===== config.mk =====
export PLATFORM = sky130hd
export DESIGN_NAME = ipc_pin_mux
export DESIGN_NICKNAME = d
export VERILOG_FILES = /design/src/ipc_pkg.sv /design/src/ipc_pin_mux.sv
export VERILOG_INCLUDE_DIRS = /design/src
export SDC_FILE = /design/constraint.sdc
export NUM_CORES = 2
export LEC_CHECK = 0
export BUFFER_PORTS_ARGS = -buffer_cell sky130_fd_sc_hd__buf_2
export CAP_MARGIN = 40
export CORE_UTILIZATION = 29
export DETAILED_ROUTE_END_ITERATION = 12
export GPL_ROUTABILITY_DRIVEN = 0
export SYNTH_ARGS = -nofsm -noshare
export SYNTH_HDL_FRONTEND = slang
export SYNTH_SLANG_ARGS = --single-unit

===== constraint.sdc =====
create_clock -name core_clk -period 2.65 [get_ports core_clk]
set_input_delay 0 -clock core_clk [delete_from_list [all_inputs] [get_ports core_clk]]
set_output_delay 0 -clock core_clk [all_outputs]
set_load 0.01 [all_outputs]

===== src/ipc_cfg.svh =====
// address map, field layouts, reset values and keys of the pin select block
`ifndef IPC_CFG_SVH
`define IPC_CFG_SVH
`define IPC_N_CHG      84
`define IPC_N_RP       44
`define IPC_N_RPIO     32
`define IPC_N_PIN_IN   8
`define IPC_N_PIN_OUT  8
`define IPC_A_ANALOG   8'h00
`define IPC_A_PORTG    8'h04
`define IPC_A_CNEN     8'h08
`define IPC_A_CNPU     8'h14
`define IPC_A_CNPD     8'h20
`define IPC_A_CNSTAT   8'h2c
`define IPC_A_LOCK     8'h30
`define IPC_A_INMAP    8'h34
`define IPC_A_OUTMAP   8'h40
`define IPC_ANS_MASK   16'h03c0
`define IPC_ANS_RST    16'h03c0
`define IPC_CHG_MASK   96'h000fffffffffffffffffffff
`define IPC_IN_NONE    6'h3f
`define IPC_OUT_NULL   6'h00
`define IPC_KEY_ONE    8'h46
`define IPC_KEY_TWO    8'h57
`endif


===== src/ipc_pkg.sv =====
// types shared by the pin select block
package ipc_pkg;
    // classic wishbone request, driven by the bus master
    typedef struct packed {
        logic        cyc;
        logic        stb;
        logic        we;
        logic [7:0]  adr;
        logic [3:0]  sel;
        logic [31:0] dat;
    } ipc_wb_req_t;

    // mapping lock along open -> locked -> keyed -> open; one bit flips per step except keyed -> open
    typedef enum logic [1:0] {
        ipc_st_open   = 2'b00,
        ipc_st_locked = 2'b01,
        ipc_st_keyed  = 2'b11
    } ipc_lock_t;
endpackage


===== src/ipc_pin_mux.sv =====
// port g analog select, change notifier and remappable pin fabric
// Operation
// - port g analog bits 9-6 set analog mode and block the digital port read.
// - port g unimplemented analog select bits ignore writes and read zero.
// - implemented analog select bits come out of reset as one.
// - an enabled pin changing level raises the change interrupt.
// - change detection has a clock independent path for sleep.
// - the change notifier watches 84 inputs.
// - each change input has its own interrupt enable bit.
// - each change input has separate weak pull-up and pull-down enables.
// - 44 remappable pins; 0-31 in and out, 32-43 input only.
// - inputs and outputs of remappable peripherals map independently to any pin.
// - a lock guards the mapping against spurious changes.
// - remappable peripherals reach no pin until software maps them.
// - fixed pin peripherals other than the parallel port always own their default pin when active.
// - remapped outputs override port output and parallel master port output.
// - specialized outputs such as usb override remapped outputs.
// - remapped inputs never control a pin output buffer.
// - remapped inputs see the pin only in digital mode.
// - no remapping for two-wire, change inputs, calendar alarm, parallel port, analog.
//
// Design decisions made here: the address map and the Wishbone interface to the registers.
`timescale 1ns/1ps
`include "ipc_cfg.svh"

module ipc_pin_mux (
    input  wire logic                   core_clk,
    input  wire logic                   srst,
    input  wire ipc_pkg::ipc_wb_req_t   wb_req,
    output logic [31:0]                 wb_rdata,
    output logic                        wb_ack,
    input  wire logic [15:0]            portg_pin,
    output logic [15:0]                 portg_analog,
    input  wire logic [`IPC_N_CHG-1:0]  change_pin,
    output logic [`IPC_N_CHG-1:0]       change_pullup,
    output logic [`IPC_N_CHG-1:0]       change_pulldown,
    output logic                        change_irq,
    output logic                        change_wake,
    input  wire logic [`IPC_N_RP-1:0]   remap_pin,
    input  wire logic [`IPC_N_RP-1:0]   remap_pin_analog,
    input  wire logic [`IPC_N_RPIO-1:0] pin_direction,
    input  wire logic [`IPC_N_RPIO-1:0] port_out,
    input  wire logic [`IPC_N_RPIO-1:0] parallel_out,
    input  wire logic [`IPC_N_RPIO-1:0] parallel_oe,
    input  wire logic [`IPC_N_RPIO-1:0] special_out,
    input  wire logic [`IPC_N_RPIO-1:0] special_oe,
    input  wire logic [`IPC_N_PIN_OUT-1:0] periph_out,
    output logic [`IPC_N_PIN_IN-1:0]    periph_in,
    output logic [`IPC_N_RPIO-1:0]      remap_out,
    output logic [`IPC_N_RPIO-1:0]      remap_oe
);

    // byte lane merge of a bus write into a stored word
    function automatic logic [31:0] lane_merge(input logic [31:0] old, input logic [31:0] wdat,
                                               input logic [3:0] sel);
        logic [31:0] res;
        res = old;
        for (int b = 0; b < 4; b++) begin
            if (sel[b]) begin
                res[8*b +: 8] = wdat[8*b +: 8];
            end
        end
        return res;
    endfunction

    // level of the pin a peripheral input is mapped to; analog or unmapped reads zero
    function automatic logic pick_pin(input logic [`IPC_N_RP-1:0] lvl, input logic [`IPC_N_RP-1:0] ana,
                                      input logic [5:0] idx);
        logic res;
        res = 1'b0;
        for (int p = 0; p < `IPC_N_RP; p++) begin
            if (idx == 6'(p)) begin
                res = lvl[p] & ~ana[p];
            end
        end
        return res;
    endfunction

    logic [15:0]                 ana_sel_q;
    logic [95:0]                 chg_en_q;
    logic [95:0]                 chg_pu_q;
    logic [95:0]                 chg_pd_q;
    logic [`IPC_N_CHG-1:0]       chg_ref_q;
    logic                        chg_flag_q;
    logic                        chg_flag_d;
    ipc_pkg::ipc_lock_t          lock_q;
    ipc_pkg::ipc_lock_t          lock_d;
    logic [5:0]                  in_map_q [`IPC_N_PIN_IN];
    logic [5:0]                  out_map_q [`IPC_N_RPIO];
    logic [63:0]                 in_rd;
    logic [255:0]                out_rd;
    logic [31:0]                 rd_d;
    logic                        ack_q;
    logic [`IPC_N_PIN_IN-1:0]    pin_in_d;
    logic [`IPC_N_RPIO-1:0]      out_d;
    logic [`IPC_N_RPIO-1:0]      oe_d;

    // bus decode: one access per request, answered one edge later
    wire        acc      = wb_req.cyc & wb_req.stb & ~ack_q;
    wire        wr       = acc & wb_req.we;
    wire [7:0]  adr      = wb_req.adr;
    wire        locked   = (lock_q != ipc_pkg::ipc_st_open);
    wire        stat_clr = wr & (adr == `IPC_A_CNSTAT) & wb_req.sel[0] & wb_req.dat[0];
    wire        lock_wr  = wr & (adr == `IPC_A_LOCK) & wb_req.sel[0];
    // change inputs come straight from their pins, never through the remap fabric
    wire [`IPC_N_CHG-1:0] chg_hit = chg_en_q[`IPC_N_CHG-1:0] & (change_pin ^ chg_ref_q);
    // write data merged into the stored analog half word
    wire [31:0] ana_merged = lane_merge({16'h0, ana_sel_q}, wb_req.dat, wb_req.sel);
    wire [95:0] chg_mask   = `IPC_CHG_MASK; // 84 real inputs, the rest of the words read zero

    // analog select: only bits 9-6 are stored, so the rest read zero
    always_ff @(posedge core_clk) begin
        if (srst) begin
            ana_sel_q <= `IPC_ANS_RST;
        end else if (wr && adr == `IPC_A_ANALOG) begin
            ana_sel_q <= ana_merged[15:0] & `IPC_ANS_MASK;
        end
    end

    // change enables and weak pulls, three words each
    for (genvar w = 0; w < 3; w++) begin : g_chg_word
        always_ff @(posedge core_clk) begin
            if (srst) begin
                chg_en_q[32*w +: 32] <= 32'h0;
                chg_pu_q[32*w +: 32] <= 32'h0;
                chg_pd_q[32*w +: 32] <= 32'h0;
            end else if (wr) begin
                if (adr == 8'(`IPC_A_CNEN + 4*w)) begin
                    chg_en_q[32*w +: 32] <= lane_merge(chg_en_q[32*w +: 32], wb_req.dat, wb_req.sel)
                                            & chg_mask[32*w +: 32];
                end
                if (adr == 8'(`IPC_A_CNPU + 4*w)) begin
                    chg_pu_q[32*w +: 32] <= lane_merge(chg_pu_q[32*w +: 32], wb_req.dat, wb_req.sel)
                                            & chg_mask[32*w +: 32];
                end
                if (adr == 8'(`IPC_A_CNPD + 4*w)) begin
                    chg_pd_q[32*w +: 32] <= lane_merge(chg_pd_q[32*w +: 32], wb_req.dat, wb_req.sel)
                                            & chg_mask[32*w +: 32];
                end
            end
        end
    end

    // change flag: a new change beats a clear in the same cycle
    assign chg_flag_d = (|chg_hit) | (chg_flag_q & ~stat_clr);

    // reference levels follow the pins; with the clock stopped they hold the last level
    always_ff @(posedge core_clk) begin
        if (srst) begin
            chg_ref_q  <= '0;
            chg_flag_q <= 1'b0;
        end else begin
            chg_ref_q  <= change_pin;
            chg_flag_q <= chg_flag_d;
        end
    end

    // clockless wake: compares pins against the frozen reference, so it works in sleep
    assign change_wake = |chg_hit;

    // mapping lock, two key writes in a row reopen it
    always_comb begin
        lock_d = lock_q;
        if (lock_wr) begin
            case (lock_q)
                ipc_pkg::ipc_st_open: begin
                    if (wb_req.dat[0]) begin
                        lock_d = ipc_pkg::ipc_st_locked;
                    end
                end
                ipc_pkg::ipc_st_locked: begin
                    if (wb_req.dat[7:0] == `IPC_KEY_ONE) begin
                        lock_d = ipc_pkg::ipc_st_keyed;
                    end
                end
                ipc_pkg::ipc_st_keyed: begin
                    lock_d = (wb_req.dat[7:0] == `IPC_KEY_TWO) ? ipc_pkg::ipc_st_open
                                                               : ipc_pkg::ipc_st_locked;
                end
                default: begin
                    lock_d = ipc_pkg::ipc_st_locked;
                end
            endcase
        end
    end

    always_ff @(posedge core_clk) begin
        if (srst) begin
            lock_q <= ipc_pkg::ipc_st_open;
        end else begin
            lock_q <= lock_d;
        end
    end

    // input map: one byte lane per peripheral input, none selected after reset
    for (genvar i = 0; i < `IPC_N_PIN_IN; i++) begin : g_in_map
        always_ff @(posedge core_clk) begin
            if (srst) begin
                in_map_q[i] <= `IPC_IN_NONE;
            end else if (wr && !locked && adr == 8'(`IPC_A_INMAP + 4*(i/4)) && wb_req.sel[i%4]) begin
                in_map_q[i] <= wb_req.dat[8*(i%4) +: 6];
            end
        end
        assign in_rd[8*i +: 8] = {2'b00, in_map_q[i]};
        // only pins 0-43 exist; codes above select nothing
        assign pin_in_d[i] = pick_pin(remap_pin, remap_pin_analog, in_map_q[i]);
    end

    // output map: one byte lane per pin 0-31, null after reset
    for (genvar p = 0; p < `IPC_N_RPIO; p++) begin : g_out_map
        wire [5:0] code      = out_map_q[p];
        wire       remap_act = (code != `IPC_OUT_NULL) && (code <= 6'(`IPC_N_PIN_OUT));
        wire       remap_val = remap_act ? periph_out[3'(code - 6'h01)] : 1'b0;
        always_ff @(posedge core_clk) begin
            if (srst) begin
                out_map_q[p] <= `IPC_OUT_NULL;
            end else if (wr && !locked && adr == 8'(`IPC_A_OUTMAP + 4*(p/4)) && wb_req.sel[p%4]) begin
                out_map_q[p] <= wb_req.dat[8*(p%4) +: 6];
            end
        end
        assign out_rd[8*p +: 8] = {2'b00, out_map_q[p]};
        // special function first, then remapped output, then parallel port, then port latch
        assign out_d[p] = special_oe[p] ? special_out[p] :
                          remap_act     ? remap_val      :
                          parallel_oe[p] ? parallel_out[p] : port_out[p];
        // buffer enable never comes from a remapped input
        assign oe_d[p] = special_oe[p] | parallel_oe[p] | ~pin_direction[p];
    end

    // register read selection
    always_comb begin
        rd_d = 32'h0;
        if (adr == `IPC_A_ANALOG) begin
            rd_d = {16'h0, ana_sel_q};
        end else if (adr == `IPC_A_PORTG) begin
            rd_d = {16'h0, portg_pin & ~ana_sel_q};
        end else if (adr == `IPC_A_CNSTAT) begin
            rd_d = {31'h0, chg_flag_q};
        end else if (adr == `IPC_A_LOCK) begin
            rd_d = {30'h0, lock_q};
        end
        for (int w = 0; w < 3; w++) begin
            if (adr == 8'(`IPC_A_CNEN + 4*w)) begin
                rd_d = chg_en_q[32*w +: 32];
            end
            if (adr == 8'(`IPC_A_CNPU + 4*w)) begin
                rd_d = chg_pu_q[32*w +: 32];
            end
            if (adr == 8'(`IPC_A_CNPD + 4*w)) begin
                rd_d = chg_pd_q[32*w +: 32];
            end
        end
        for (int w = 0; w < 2; w++) begin
            if (adr == 8'(`IPC_A_INMAP + 4*w)) begin
                rd_d = in_rd[32*w +: 32];
            end
        end
        for (int w = 0; w < 8; w++) begin
            if (adr == 8'(`IPC_A_OUTMAP + 4*w)) begin
                rd_d = out_rd[32*w +: 32];
            end
        end
    end

    // output flops; every output except change_wake comes from here or from a stored register
    always_ff @(posedge core_clk) begin
        if (srst) begin
            ack_q     <= 1'b0;
            wb_rdata  <= 32'h0;
            periph_in <= '0;
            remap_out <= '0;
            remap_oe  <= '0;
        end else begin
            ack_q     <= acc;
            wb_rdata  <= acc ? rd_d : 32'h0;
            periph_in <= pin_in_d;
            remap_out <= out_d;
            remap_oe  <= oe_d;
        end
    end

    assign wb_ack          = ack_q;
    assign portg_analog    = ana_sel_q;
    assign change_pullup   = chg_pu_q[`IPC_N_CHG-1:0];
    assign change_pulldown = chg_pd_q[`IPC_N_CHG-1:0];
    assign change_irq      = chg_flag_q;
endmodule


-- After elaboration in Yosys (flattened, before gate mapping)
Memory sizes are Yosys's and may differ from the RTL's.
Index checks and enable logic that the tools add are counted.
- multiply operators: 0
- div/mod/pow operators: 0
- reductions and logical operators: 167
- shifts and indexed selects: 0
- multiplexer cells: 701
- eq/ne operators: 372
- add/sub/neg operators: 32
- magnitude comparators: 64
- bitwise gates (word level): 241
- operators with widths (cell ; count):
    6-bit by 5-bit == test with 1-bit output (second input constant) ; 128
    1-bit 2-to-1 mux ; 603
    6-bit == test (second input constant) ; 96
    6-bit by 4-bit == test with 1-bit output (second input constant) ; 64
    30-bit 2-to-1 mux ; 10
    32-bit 2-to-1 mux ; 9
    6-bit 2-to-1 mux ; 40
    6-bit by 3-bit == test with 1-bit output (second input constant) ; 32
    6-bit by 4-bit less-or-equal comparator with 1-bit output (second input constant) ; 32
    6-bit nonzero test ; 32
    3-bit by 4-bit less-than comparator with 1-bit output (second input constant) ; 32
    1-bit OR ; 105
    3-bit AND reduction ; 34
    1-bit binary-select mux with 3-bit select ; 32
    6-bit by 2-bit == test with 1-bit output (second input constant) ; 16
    3-bit by 1-bit subtractor with 3-bit output (second input constant) ; 32
    84-bit AND ; 1
    1-bit logical AND ; 84
    84-bit OR reduction ; 1
    84-bit bitwise XOR ; 1
    8-bit by 7-bit == test with 1-bit output (second input constant) ; 10
    1-bit inverter ; 79
    8-bit by 6-bit == test with 1-bit output (second input constant) ; 7
    1-bit AND ; 53
    other kinds (20) ; 44
- output and inout bits: 291
- input port bits: 437
- register bits after elaboration: 448
- latch bits: 0
- ROM bits: 0
- RAM bits: 240
- memories kept: 2
- memory list (memory ; words ; bits a word ; read ports ; clocked after Yosys merged registers in ; wr ports ; line ; source):
    out_map_q ; 32 ; 6 ; 32 ; 0 ; 32 ; ipc_pin_mux.sv:89 ; logic [5:0] out_map_q [`IPC_N_RPIO];
    in_map_q ; 8 ; 6 ; 8 ; 0 ; 8 ; ipc_pin_mux.sv:88 ; logic [5:0] in_map_q [`IPC_N_PIN_IN];

-- Logic depth before layout (Yosys ltp)
- depth in word-level cells: 46
- mapped depth: 10

-- Least setup slack after synthesis
Ideal clock, no wire load.
- path type: register to register
- from: mem in_map_q[4][1] (netlist: in_map_q[1][1])
- to: reg periph_in[4]
- stages on the path, launching flop included: 8
- data arrival time: 1.966 ns
- path buffers: 0
- setup slack: 0.566 ns
- setup time: 0.119 ns
- path through: edfxtp_1 > or3b_1 > o32ai_1 > nand2_1 > a21o_1 > a211o_1 > a2111o_1 > o221a_2
- RTL lines (item ; line ; source):
    start: declaration ; ipc_pin_mux.sv:88 ;
    end signal: assignment ; ipc_pin_mux.sv:276 ; periph_in <= pin_in_d;
    end: declaration ; ipc_pin_mux.sv:48 ; output logic [`IPC_N_PIN_IN-1:0] periph_in,

-- Worst setup path in the final report
- from: in wb_req[41] in the netlist's numbering
- to: reg wb_rdata[21]
- cells in the longest elaborated chain, start to end: 20
- elaborated cells between the ends (all ways): 38
- classes of those cells: eq/ne (19); mux (19)
- ends and longest elaborated chain (item ; line ; source):
    start: declaration ; ipc_pin_mux.sv:29 ; input wire ipc_pkg::ipc_wb_req_t wb_req,
    8-bit by 4-bit == test with 1-bit output ; ipc_pin_mux.sv:243 ; if (adr == 8'(`IPC_A_CNEN + 4*w)) begin
    32-bit 2-to-1 mux ; ipc_pin_mux.sv:243 ;
    32-bit 2-to-1 mux ; ipc_pin_mux.sv:246 ; if (adr == 8'(`IPC_A_CNPU + 4*w)) begin
    32-bit 2-to-1 mux ; ipc_pin_mux.sv:249 ; if (adr == 8'(`IPC_A_CNPD + 4*w)) begin
    32-bit 2-to-1 mux ; ipc_pin_mux.sv:243 ;
    32-bit 2-to-1 mux ; ipc_pin_mux.sv:246 ;
    32-bit 2-to-1 mux ; ipc_pin_mux.sv:249 ;
    32-bit 2-to-1 mux ; ipc_pin_mux.sv:243 ;
    32-bit 2-to-1 mux ; ipc_pin_mux.sv:246 ;
    32-bit 2-to-1 mux ; ipc_pin_mux.sv:249 ;
    30-bit 2-to-1 mux (2 in series) ; ipc_pin_mux.sv:254 ; if (adr == 8'(`IPC_A_INMAP + 4*w)) begin
    30-bit 2-to-1 mux (7 in series) ; ipc_pin_mux.sv:259 ; if (adr == 8'(`IPC_A_OUTMAP + 4*w)) begin
    30-bit 2-to-1 mux (*) ; ipc_pin_mux.sv:259 ;
    end signal: assignment ; ipc_pin_mux.sv:275 ; wb_rdata <= acc ? rd_d : 32'h0;
    end: declaration ; ipc_pin_mux.sv:30 ; output logic [31:0] wb_rdata,
Every way passes the cells marked *; elsewhere a longest branch is shown, timed or not.
A chain may end at the register's enable or synchronous reset.

==> results.txt <==
status: finished clean
Antenna Nets Post-Route: 0
Crit Path Class: in -> reg
most common cell after layout, fill and taps aside: nand2_1
Hold Startpoint: port_out[0]
HP Class: in -> reg
Overall Power: 26.6 mW
drt pass-1 iters: 9
Num CTS Buffers: 82
Synth top area share: 23.4%
fraction of layout cells with a size suffix above 1: 23.0%
Residual DRC: 0
total gr overflow: 0
Root Driver: clkbuf_16
final WL: 214000 um
FFs w/ async S/R, synth: 0%
Sw Share: 27.7%
cell count after synthesis: 4285
Relative slew margins: 29.0%
CP max stage delay: 0.66 ns
initial core utilization: 29.2%
clk slew on worst S/H paths: 0.06 ns
Die Footprint: 134000 um2
Clock Tree Buf Depth: 3
ys flop type: dfxtp_1
worst vdd ir: 0.532 mV
DP Area: 44800 um2
Site Rows: 133
Skew-Pair Late Insertion Delay: 0.73 ns
number of I/O pins: 728
Net Switching: 7.39 mW
largest net degree at the start of global routing: 137
Worst Setup End Kind: register
area leader, netlist: dfxtp_1
Comb power frac: 13.0%
yosys warns: 0
CTS tree: done
Internal: 19.3 mW
Mapped Area: 38400 um2
Startpoint Class: input port
initial antenna violation count: 27
clock power share: 44.3%
register bit total from synthesis: 688
Peak Freq: 385 MHz
Tot GR Track Use: 30.5%
die width: 366 um
hold endpoint: remap_out[0]
Reg power frac: 42.7%
First DRT Iteration DRCs: 6729
H-tree depth reported by CTS: 3
utilization after layout: 38.7%
Placed Cells: 6668
Die Y: 366 um
ranking of synthesized cells by area: dfxtp_1 (23%), edfxtp_1 (19%), nand2_1 (7.1%), a21oi_1 (5.3%), mux4_2 (4.8%)
syn_area_per_cell: 8.95 um2
vias in the first global route: 38100
Layout Nets: 5812
CP max stage cell: nor4b_2
drt via density: 5.81
Final Setup Violations: 0
post-route clock period utilization: 98.1%
via count: 41500
WL per Instance: 29.9 um
Slew Viols, Final: 0
critical path arrival: 3.19 ns
Power Density: 524 nW/um2
Setup WS post-layout: 0.0502 ns
Yosys cell types: 98
Synth-to-Final Area Change: 32.5%
crit-path max FO: 14
IO Port Bufs: 715
minimum clock period: 2.60 ns
FF-to-FF path depth: 8
Final Skew: 0.0634 ns
Final Hold Vio Count: 0
Reg-to-Reg Start: out_map_q[0][84]
hold path depth: 6
maxcap violations: 0
leakage power: 20.5 nW
WP data required: 3.24 ns
actual slew at the worst max-slew pin: 1.06 ns
CP cell instances: buf_2 -> nor4b_2 -> and3b_1 -> o21ai_0 -> and3_1 -> a31oi_1 -> o22ai_1 -> a21oi_1
Post-DP HPWL: 163000 um
Core ar.: 131000 um2
Post-synth EDFFs: 240
most frequent cells in the layout: nand2_1 (724), buf_2 (715), dfxtp_1 (448)
Sink Count: 688
final cell count without fillers: 7151
dpl ws: -0.462 ns
Finished Cell Area: 50800 um2
FF-to-FF End: remap_out[14]
register-to-register setup slack: 0.08 ns
Seq/Total Area, Yosys: 42.2%
first-pass GRT wire length: 293000 um
==> synth_stat cells (17+ instances only) <==
library cell / n
a211oi_1: 21
ha_1: 64
o21ai_0: 113
o22ai_1: 33
nand4_1: 29
o221ai_1: 21
xor2_1: 85
mux4_2: 81
a221oi_1: 64
nor3b_1: 19
nand2_1: 724
nor2_1: 259
buf_2: 52
edfxtp_1: 240
a222oi_1: 27
o211ai_1: 17
nand3_1: 41
a31oi_1: 30
a22oi_1: 130
clkbuf_1: 228
a311oi_1: 38
a21oi_1: 410
buf_4: 23
buf_1: 21
and3_1: 207
or3_1: 56
a22o_1: 21
mux2i_1: 80
inv_1: 86
nor2b_1: 219
dfxtp_1: 448
xnor2_1: 64
nand2b_1: 60
nor3_1: 28
==> through the flow <==
step	setup TNS [ns]	hold WS, ns
CTS	0	0.00560
detailed placement	-0.462	0.178
global placement	-0.360	0.175
global route	-0.00429	0.0574
floorplan	0	0.0919
finish	0	0.0404
==> routing by layer <==
metal  vias to the layer above  wire (um)  GRT usage [%]
met5                         -        134              0
met4                        18      16600           18.8
met3                       765      29700           10.5
met2                      3386      90200           45.8
met1                     19700      77000           37.4
li1                      17700          -              -
==> area by class of cell <==
| class | instances | area [um2] |
|---|---|---|
| tap | 1755 | 2200 |
| multi-input combinational | 3194 | 20700 |
| inverter | 87 | 327 |
| antenna | 18 | 45.0 |
| clock inverter | 42 | 523 |
| sequential | 688 | 16200 |
| clock buffer | 109 | 2240 |
| fill | 13100 | 80500 |
| timing repair buffer | 1258 | 8670 |
==> power by group through the flow <==
| stage | Clock (mW) | Combinational (mW) | Sequential, mW |
|---|---|---|---|
| floorplan | 0 | 1.41 | 11.6 |
| global placement | 0 | 2.90 | 11.6 |
| detailed placement | 0 | 2.93 | 11.6 |
| CTS | 11.9 | 3.34 | 11.4 |
| global route | 12.3 | 3.61 | 11.4 |
| finish | 11.8 | 3.47 | 11.4 |
==> sequential cells by signal (all words and copies together) (netlist names) <==
| signal | count |
|---|---|
| in_map_q | 48 |
| out_map_q | 192 |
| change_pullup | 84 |
| change_irq | 1 |
| remap_oe | 32 |
| remap_out | 32 |
| chg_ref_q | 84 |
| portg_analog | 4 |
| lock_q | 2 |
| wb_ack | 1 |
| chg_en_q | 84 |
| change_pulldown | 84 |
| periph_in | 8 |
| wb_rdata | 32 |
==> critical path: cells and delay by family <==
family	cells	cell delay [ns]
AND/OR/NAND/NOR	3	1.52
buffers and inverters	1	0.19
AO/OA/AOI/OAI	4	1.47
==> worst max path at each step <==
stage | start | end | cells after the start
6_report | wb_req[41] | wb_rdata[21] | 8
5_1_grt | out_map_q[0][72] | remap_out[12] | 8
4_1_cts | chg_ref_q[39] | change_wake | 9
3_5_place_dp | wb_req[42] | wb_rdata[21] | 8
3_3_place_gp | wb_req[42] | wb_rdata[21] | 8
2_1_floorplan | in_map_q[1][1] | periph_in[4] | 7
==> what timing repair did <==
action	4_1_cts	5_1_grt
endpoints found under the setup margin	1	15
hold buffers	309	0
pin swaps	0	2
gates resized for setup	2	19
hold endpoints to repair	552	0
buffers inserted	0	3
==> kinds of logic (layout without fill, tap and decap cells) <==
group                    Yosys count  after routing  share of synthesized area [%]
AND/OR/NAND/NOR                 1738           1738                           22.4
AO/OA/AOI/OAI                   1059           1059                           18.2
adder cells (fa/ha/maj)           64             64                           2.09
other                              1             30                        0.00977
XOR/XNOR                         149            149                           3.40
multiplexers                     172            172                           7.16
flip-flops                       688            688                           42.2
buffers and inverters            414           1496                           4.50
Note: power is estimated with default switching activity, not from simulation.
